===== config.mk =====
export PLATFORM = sky130hd
export DESIGN_NAME = lfr_led_fault_retry
export DESIGN_NICKNAME = d
export VERILOG_FILES = /design/src/core/lfr_pkg.sv /design/src/core/lfr_led_fault_retry.sv
export SDC_FILE = /design/constraint.sdc
export NUM_CORES = 1
export LEC_CHECK = 0
export ABC_CLOCK_PERIOD_IN_PS = 3600
export BUFFER_PORTS_ARGS = -buffer_cell sky130_fd_sc_hd__buf_4
export CAP_MARGIN = 20
export CORE_MARGIN = 4
export CORE_UTILIZATION = 50
export DETAILED_ROUTE_END_ITERATION = 16
export PLACE_DENSITY = 0.71
export SLEW_MARGIN = 25
export SYNTH_ARGS = -nofsm -noshare
export SYNTH_HDL_FRONTEND = slang
export SYNTH_SLANG_ARGS = --single-unit

===== constraint.sdc =====
create_clock -name clk_sys_i -period 3.6 [get_ports clk_sys_i]
set_input_delay 0.72 -clock clk_sys_i [delete_from_list [all_inputs] [get_ports clk_sys_i]]
set_output_delay 0.72 -clock clk_sys_i [all_outputs]
set_load 0.005 [all_outputs]

===== src/core/lfr_pkg.sv =====
// Purpose: Shared constants for the LED fault, thermal and retry controller.
// Assumes: One 20 MHz system clock; all inputs synchronous to it.
// Notes: Long counts are top-level parameters so a simulation can shorten them.
package lfr_pkg;
  // ==========================================================
  // Clock and timing
  // ==========================================================
  localparam int unsigned CLK_HZ = 20000000; // System clock rate.
  localparam int unsigned MIN_ON_NS = 8000; // Least LED on-time for valid detection.
  // Least time rounds up to whole cycles.
  localparam int unsigned MIN_ON_CYC = (MIN_ON_NS * (CLK_HZ / 1000000) + 999) / 1000;
  localparam int unsigned WAKE_FILTER_NS = 150000; // Dominant time needed to wake.
  localparam int unsigned WAKE_CYC = (WAKE_FILTER_NS * (CLK_HZ / 1000000) + 999) / 1000;
  localparam int unsigned RETRY_LIMIT = 20; // Turn-on attempts per status read.
  // ==========================================================
  // Colour update field and fault codes
  // ==========================================================
  localparam int unsigned COLOUR_MODE_LSB = 6; // Field sits in byte 5, bits 6 and 7.
  localparam logic [1:0] COLOUR_STORE = 2'h1; // Store, do not apply.
  localparam logic [1:0] COLOUR_APPLY = 2'h2; // Apply the stored values.
  localparam logic [1:0] COLOUR_DISCARD = 2'h3; // Drop the received colour.
  localparam logic [2:0] FAULT_NONE = 3'h0; // No fault.
  localparam logic [2:0] FAULT_CATH_GND = 3'h2; // Cathode shorted to ground.
  localparam logic [2:0] FAULT_SENSE_SHORT = 3'h3; // Open sense or anode-cathode short.
  localparam logic [2:0] FAULT_LED_OPEN = 3'h5; // Open LED, no retry.
  // ==========================================================
  // Reset values
  // ==========================================================
  localparam logic [23:0] COLOUR_RESET = 24'h000000; // Colour after reset or sleep.
  localparam logic [3:0] STEPS_RESET = 4'h0; // No thermal reduction.
  localparam logic [3:0] STEPS_MAX = 4'hf; // Reduction saturates here.
  typedef enum logic [1:0] {
    LFR_AWAKE = 2'b01,
    LFR_ASLEEP = 2'b10
  } lfr_power_t;
endpackage


===== src/core/lfr_led_fault_retry.sv =====
// Purpose: Colour update, per-channel fault coding, thermal response, retry and sleep.
// Assumes: Fault and temperature comparators are synchronous levels from analog blocks.
// Notes: Sleep entry acts as a synchronous reset of every control register.
`timescale 1ns/1ns
`default_nettype none
module lfr_led_fault_retry #(
  parameter int unsigned RETRY_INTERVAL_CYC = 200000,
  parameter int unsigned TH_TIMEOUT_CYC = 20000000,
  parameter int unsigned WAKE_FILTER_CYC = lfr_pkg::WAKE_CYC
) (
  input wire logic clk_sys_i,
  input wire logic nrst_i,
  input wire logic colour_valid_i,
  input wire logic [7:0] colour_byte5_i,
  input wire logic [23:0] colour_data_i,
  input wire logic [2:0] channel_enable_i,
  input wire logic all_channels_switch_i,
  input wire logic all_channels_write_i,
  input wire logic [2:0] cathode_short_i,
  input wire logic [2:0] sense_short_i,
  input wire logic [2:0] led_open_i,
  input wire logic temp_warn_i,
  input wire logic temp_shutdown_i,
  input wire logic thermal_regulation_enable_i,
  input wire logic fault_off_scope_sel_i,
  input wire logic complete_status_query_i,
  input wire logic sleep_request_i,
  input wire logic lin_rx_i,
  output logic [23:0] colour_active_o,
  output logic [23:0] colour_stored_o,
  output logic [2:0] channel_cathode_output_o,
  output logic ballast_bias_output_o,
  output logic [8:0] channel_fault_code_o,
  output logic thermal_warning_flag_o,
  output logic thermal_shutdown_flag_o,
  output logic [3:0] thermal_reduction_steps_o,
  output logic retry_state_o,
  output logic asleep_o
);
  import lfr_pkg::*;

  // ==========================================================
  // Power state and wake filter
  // ==========================================================
  lfr_power_t power; // Awake or asleep.
  logic lin_armed; // Bus has been seen recessive while asleep.
  logic [31:0] wake_cnt; // Dominant time so far.
  wire sleeping = (power == LFR_ASLEEP);
  wire wake_hit = lin_armed && !lin_rx_i && (wake_cnt >= WAKE_FILTER_CYC - 1);

  // The wake counter only runs after a recessive level, so a bus stuck dominant cannot wake us.
  always_ff @(posedge clk_sys_i or negedge nrst_i) begin
    if (!nrst_i) begin
      power <= LFR_AWAKE;
      lin_armed <= 1'b0;
      wake_cnt <= 32'h0;
    end else begin
      case (power)
        LFR_AWAKE: begin
          if (sleep_request_i) begin
            power <= LFR_ASLEEP;
          end
          lin_armed <= 1'b0;
          wake_cnt <= 32'h0;
        end
        LFR_ASLEEP: begin
          if (wake_hit) begin
            power <= LFR_AWAKE;
          end
          lin_armed <= lin_rx_i ? 1'b1 : lin_armed;
          wake_cnt <= (lin_rx_i || !lin_armed) ? 32'h0 : wake_cnt + 32'h1;
        end
        default: begin
          power <= LFR_AWAKE;
        end
      endcase
    end
  end

  // ==========================================================
  // Colour update modes
  // ==========================================================
  wire [1:0] colour_mode = colour_byte5_i[COLOUR_MODE_LSB +: 2];

  // Mode 00 is not documented; it loads and applies at once, like a plain colour write.
  always_ff @(posedge clk_sys_i or negedge nrst_i) begin
    if (!nrst_i) begin
      colour_active_o <= COLOUR_RESET;
      colour_stored_o <= COLOUR_RESET;
    end else if (sleeping) begin
      colour_active_o <= COLOUR_RESET;
      colour_stored_o <= COLOUR_RESET;
    end else if (colour_valid_i) begin
      case (colour_mode)
        COLOUR_STORE: colour_stored_o <= colour_data_i;
        COLOUR_APPLY: colour_active_o <= colour_stored_o;
        COLOUR_DISCARD: colour_stored_o <= colour_stored_o;
        default: begin
          colour_stored_o <= colour_data_i;
          colour_active_o <= colour_data_i;
        end
      endcase
    end
  end

  // ==========================================================
  // Per-channel fault detection and coding
  // ==========================================================
  logic [2:0] off_gate; // Channel held off by a ground short.
  logic bias_off; // Anode supply switched off.
  logic tsd_active; // Shutdown still in force.
  logic [2:0] new_retry_fault; // A retry fault appears this cycle.
  logic [2:0] cath_hit; // A ground short appears this cycle.
  wire [2:0] led_on = channel_enable_i & {3{all_channels_switch_i}} & ~off_gate
                      & {3{!tsd_active && !sleeping}};

  genvar g;
  generate
    for (g = 0; g < 3; g++) begin : g_ch
      logic [7:0] on_cnt; // Continuous on-time, saturating at the validity limit.
      logic [2:0] code; // Latched fault code.
      wire valid_on = (on_cnt >= MIN_ON_CYC[7:0]);
      // A coded short counts again only while driven, so a failed retry turns off again.
      wire cath = cathode_short_i[g] && (led_on[g] || (code != FAULT_CATH_GND));
      wire sens = valid_on && sense_short_i[g] && (code == FAULT_NONE);
      wire opn = valid_on && led_open_i[g] && (code == FAULT_NONE);
      assign cath_hit[g] = cath && !sleeping;
      assign new_retry_fault[g] = (cath || sens) && !sleeping;
      assign channel_fault_code_o[3*g +: 3] = code;

      // Counts only while the channel drives, so short pulses never produce a sense or open fault.
      always_ff @(posedge clk_sys_i or negedge nrst_i) begin
        if (!nrst_i) begin
          on_cnt <= 8'h0;
        end else if (!led_on[g]) begin
          on_cnt <= 8'h0;
        end else if (!valid_on) begin
          on_cnt <= on_cnt + 8'h1;
        end
      end

      // A detection in the cycle of a status read wins over the clear.
      always_ff @(posedge clk_sys_i or negedge nrst_i) begin
        if (!nrst_i) begin
          code <= FAULT_NONE;
        end else if (sleeping) begin
          code <= FAULT_NONE;
        end else if (cath) begin
          code <= FAULT_CATH_GND;
        end else if (sens) begin
          code <= FAULT_SENSE_SHORT;
        end else if (opn) begin
          code <= FAULT_LED_OPEN;
        end else if (complete_status_query_i) begin
          code <= FAULT_NONE;
        end
      end
    end
  endgenerate

  // ==========================================================
  // Retry sequencer with one shared interval timer
  // ==========================================================
  logic [31:0] retry_timer; // Time since the latest retry fault or attempt.
  logic [4:0] retry_count; // Attempts made since the last status read.
  wire any_new_fault = |new_retry_fault;
  wire retry_due = retry_state_o && (retry_timer >= RETRY_INTERVAL_CYC - 1);
  wire retry_left = (retry_count < RETRY_LIMIT[4:0]);
  wire [2:0] gate_set = fault_off_scope_sel_i ? {3{|cath_hit}} : cath_hit;

  // Open LED and sense faults never touch the gate; only a ground short switches off.
  always_ff @(posedge clk_sys_i or negedge nrst_i) begin
    if (!nrst_i) begin
      retry_state_o <= 1'b0;
      retry_timer <= 32'h0;
      retry_count <= 5'h0;
      off_gate <= 3'h0;
      bias_off <= 1'b0;
    end else if (any_new_fault) begin
      retry_state_o <= 1'b1;
      retry_timer <= 32'h0;
      off_gate <= off_gate | gate_set;
      bias_off <= bias_off | (|cath_hit);
    end else if (sleeping || complete_status_query_i) begin // New faults are masked asleep.
      retry_state_o <= 1'b0;
      retry_timer <= 32'h0;
      retry_count <= 5'h0;
      off_gate <= 3'h0;
      bias_off <= 1'b0;
    end else if (retry_due && retry_left) begin
      retry_timer <= 32'h0;
      retry_count <= retry_count + 5'h1;
      off_gate <= 3'h0;
      bias_off <= 1'b0;
    end else if (retry_state_o && !retry_due) begin
      retry_timer <= retry_timer + 32'h1;
    end
  end

  // ==========================================================
  // Thermal flags, shutdown and regulation
  // ==========================================================
  logic [31:0] th_timer; // Time in the current reduction period.
  wire th_period_end = (thermal_reduction_steps_o != STEPS_RESET)
                       && (th_timer >= TH_TIMEOUT_CYC - 1);
  wire th_restore = all_channels_write_i && all_channels_switch_i;

  // Flags are cleared by the status read, but a present condition wins over the clear.
  always_ff @(posedge clk_sys_i or negedge nrst_i) begin
    if (!nrst_i) begin
      thermal_warning_flag_o <= 1'b0;
      thermal_shutdown_flag_o <= 1'b0;
      tsd_active <= 1'b0;
    end else if (sleeping) begin
      thermal_warning_flag_o <= 1'b0;
      thermal_shutdown_flag_o <= 1'b0;
      tsd_active <= 1'b0;
    end else begin
      thermal_warning_flag_o <= temp_warn_i
                                || (thermal_warning_flag_o && !complete_status_query_i);
      thermal_shutdown_flag_o <= temp_shutdown_i
                                 || (thermal_shutdown_flag_o && !complete_status_query_i);
      tsd_active <= temp_shutdown_i || (tsd_active && temp_warn_i);
    end
  end

  // First step on reaching warning, then one more per period while warning holds.
  always_ff @(posedge clk_sys_i or negedge nrst_i) begin
    if (!nrst_i) begin
      thermal_reduction_steps_o <= STEPS_RESET;
      th_timer <= 32'h0;
    end else if (sleeping || th_restore) begin
      thermal_reduction_steps_o <= STEPS_RESET;
      th_timer <= 32'h0;
    end else if (thermal_reduction_steps_o == STEPS_RESET) begin
      if (thermal_regulation_enable_i && temp_warn_i) begin
        thermal_reduction_steps_o <= 4'h1;
      end
      th_timer <= 32'h0;
    end else if (th_period_end) begin
      th_timer <= 32'h0;
      if (temp_warn_i && thermal_reduction_steps_o != STEPS_MAX) begin
        thermal_reduction_steps_o <= thermal_reduction_steps_o + 4'h1;
      end
    end else begin
      th_timer <= th_timer + 32'h1;
    end
  end

  // ==========================================================
  // Output drive
  // ==========================================================
  assign channel_cathode_output_o = led_on;
  assign ballast_bias_output_o = !sleeping && !bias_off && !tsd_active;
  assign asleep_o = sleeping;
endmodule
`default_nettype wire


==> summary.md <==
| Metric | Value |
|---|---|
| Htree depth | 4 |
| Core footprint | 18100 sq um |
| Max Cap Violations | 0 |
| Final instance area | 11100 sq um |
| CTS tree | built |
| Worst-path fanout max | 8 |
| Minimum clock period after layout | 3.18 ns |
| Clock slew seen by the registers of the worst setup and hold paths | 0.07 ns |
| PwrDens | 541 nW/um^2 |
| Final ANT Viol Nets | 0 |
| Post-synth EDFFs | 0 |
| Crit start category | register |
| Crit path kind | register to primary output |
| # diodes | 0 |
| Global-route met2 utilization | 0.310 |
| Clock Latency Late Sink | 0.43 ns |
| Post-synthesis async set-or-reset flop share | 1.00 |
| Mapped cell area | 9300 sq um |
| Initial antenna violation count | 0 |
| Synth Warn # | 0 |
| R2R Path End | retry_timer[16] |
| Post-CTS Setup Bufs | 0 |
| RSZ-0062 raised after global routing | false |
| Clock tree buffer depth | 2 |
| Clk sinks | 197 |
| Main synth FF type | dfrtp_1 |
| Share of layout cells above drive strength 1 | 0.170 |
| Post-route setup TNS | 0 ns |
| Gate Count Post-Synth | 925 |
| Root Driver | clkbuf_16 |
| Worst path cell trace | inv_1 > ha_1 > nor3b_1 > nand3b_1 > buf_4 > inv_1 > buf_4 |
| Slowest cell on crit path | nor3b_1 |
| Pins Over Slew Limit | 0 |
| Seq/Total Area, Yosys | 0.530 |
| Slew @ Worst Pin | 0.971 ns |
| R2r worst-path depth | 8 |
| FF-to-FF setup slack | 0.50 ns |
| Vias/cell | 5.58 |
| FF+latch count, synth | 197 |
| Hold Violations, Final | 0 |
| Met3 Usage GRT | 0.0417 |
| Routability cong. | 0.818 |
| 1st-pass router iterations | 5 |
| Final WL | 20.3 mm |
| CP arrival | 2.46 ns |
| Vias in the first global route | 6905 |
| First-pass GRT wire length | 33.1 mm |
| Most common cell after layout, fill and taps aside | dfrtp_1 |
| Io pins | 125 |
| Final-report setup violation count | 0 |
| Most frequent cells in the layout | dfrtp_1 (196), buf_4 (130), nor2_1 (122) |
| Outcome | finished clean |
| Input/output buffers | 118 |
| Hold Path Class | input pin to async pin |
| CTS resizes | 0 |
| Crit end category | primary output |
| Slew margin rel. | 0.353 |
| DIE WIDTH | 144 microns |
| CTS Hold Buffers Added | 0 |
| Die area | 20800 sq um |
| Met1 Use GR | 0.273 |
| DR DRC count | 0 |
| Reg2reg start | power[0] |
| Part of the cycle the worst path needs | 0.885 |
| Total leakage power | 5.03 nW |
| Peak supply drop | 0.359 mV |
| CP max stage delay | 0.58 ns |
| Post-synthesis average cell area | 10.0 sq um |
| Max frequency | 314 MHz |
| Starting density of the core | 0.512 |
| Total GRT Usage | 0.196 |
| Detailed router's first-iteration violation count | 372 |
| Cell Area, Placed | 10500 sq um |
| Area growth from synthesis to layout | 19.2% |
| WL per Instance | 15.7 microns |
| Final Util | 0.611 |
| Largest net degree at the start of global routing | 82 |
| Via count | 7222 |
| Num rows | 49 |
| Setup Skew | 0.0123 ns |
| DP HPWL | 14.0 mm |
| Die Span Y | 144 microns |
| Fill cells | 1507 |
| # nets final | 1123 |
| Unique masters post-synth | 65 |
| GRT Max-Usage Layer | met2 |
| Gr ovfl total | 0 |
| Num CTS Buffers | 17 |
| CP required | 2.88 ns |
area by class of cell:
type	instances	area [sq um]	area share
Clock buffer	24	492	0.0444
Clock inverter	8	88.8	0.00802
Inverter	26	97.6	0.00881
Multi-Input combinational cell	679	4180	0.377
Sequential cell	197	4930	0.445
Tap cell	229	287	0.0259
Timing Repair Buffer	132	1010	0.0911
worst max-delay path by stage:
stage | to | cells after the start | start | slack (ns)
6_report | channel_cathode_output_o[1] | 7 | power[0] | 0.42
5_1_grt | channel_cathode_output_o[2] | 7 | power[0] | 0.16
4_1_cts | retry_timer[20] | 8 | power[0] | 0.34
3_5_place_dp | retry_timer[27] | 8 | power[0] | 0.35
3_3_place_gp | retry_timer[27] | 8 | power[0] | 0.45
2_1_floorplan | retry_count[0] | 8 | all_channels_switch_i | 1.06
flip-flops by register name (all words and copies together), names as in the netlist, 2 cells and up:
register                   cells
colour_active_o               24
power                          2
g_ch.on_cnt                   24
wake_cnt                      32
th_timer                      32
g_ch.code                      9
colour_stored_o               24
retry_count                    5
retry_timer                   32
thermal_reduction_steps_o      4
off_gate                       3
synth_stat cells, types with 3 or more instances:
| cell | count | share of area |
|---|---|---|
| nor2_1 | 123 | 0.050 |
| and4_1 | 5 | 0.0047 |
| clkbuf_1 | 24 | 0.0097 |
| a21boi_0 | 4 | 0.0032 |
| and3_1 | 23 | 0.015 |
| xor2_1 | 45 | 0.042 |
| o21ai_0 | 51 | 0.027 |
| nor3b_1 | 4 | 0.0032 |
| nor3_1 | 24 | 0.013 |
| o21ai_1 | 3 | 0.0016 |
| mux2i_1 | 26 | 0.028 |
| nor4_1 | 17 | 0.011 |
| nor2b_1 | 4 | 0.0027 |
| a21o_1 | 7 | 0.0057 |
| or2_2 | 3 | 0.0020 |
| nand3b_1 | 4 | 0.0032 |
| a211oi_1 | 3 | 0.0024 |
| a31oi_1 | 6 | 0.0040 |
| buf_6 | 3 | 0.0036 |
| o31ai_1 | 6 | 0.0048 |
| xnor2_1 | 28 | 0.026 |
| o21a_1 | 7 | 0.0057 |
| ha_1 | 14 | 0.019 |
| nand4_1 | 25 | 0.017 |
| a22o_1 | 27 | 0.025 |
| and2_1 | 21 | 0.014 |
| o2111ai_1 | 3 | 0.0028 |
| dfrtp_1 | 196 | 0.53 |
| or3_1 | 11 | 0.0074 |
| a31o_2 | 4 | 0.0038 |
| nand2_1 | 80 | 0.032 |
| nand3_1 | 36 | 0.019 |
| a21oi_1 | 24 | 0.013 |
| inv_1 | 25 | 0.010 |
critical path: cells and delay by family (launching register included):
| family | cells | cell delay (ns) |
|---|---|---|
| DFF | 1 | 0.54 |
| adders and majority gates | 1 | 0.29 |
| buffers and inverters | 4 | 0.49 |
| and+or+nand+nor | 2 | 0.72 |
metal layers:
| metal | up-vias | share of wire |
|---|---|---|
| met5 | - | 0 |
| met4 | 0 | 0.020 |
| met3 | 29 | 0.043 |
| met2 | 154 | 0.49 |
| met1 | 3533 | 0.45 |
| li1 | 3506 | - |
stage by stage:
step	hold WS, ns	worst slack [ns]	power [W]	cells
2_1_floorplan	0.424	1.06	0.00345	931
3_3_place_gp	0.463	0.448	0.00415	1263
3_5_place_dp	0.473	0.349	0.00418	1263
4_1_cts	0.343	0.335	0.00605	1295
5_1_grt	0.353	0.163	0.00632	1295
6_report	0.309	0.415	0.00600	1295
logic make-up (layout without fill, tap and decap cells):
logic type,count (synthesis),count (layout),synth area share
mux,27,27,0.0296
xor+xnor,73,73,0.0688
compound gates,167,167,0.122
fa+ha+maj,14,14,0.0188
simple gates,391,391,0.205
buf+inv,55,190,0.0248
flops,197,197,0.530
other cells,1,7,0.000403
power breakdown:
group	total (W)	leakage (nW)	switching [W]	internal, W
clock network	0.00187	0.278	0.000833	0.00104
logic	0.00143	2.11	0.000763	0.000669
registers	0.00269	2.64	0.000214	0.00248
total	0.00600	5.03	0.00181	0.00419
(Power assumes the default switching activity.)
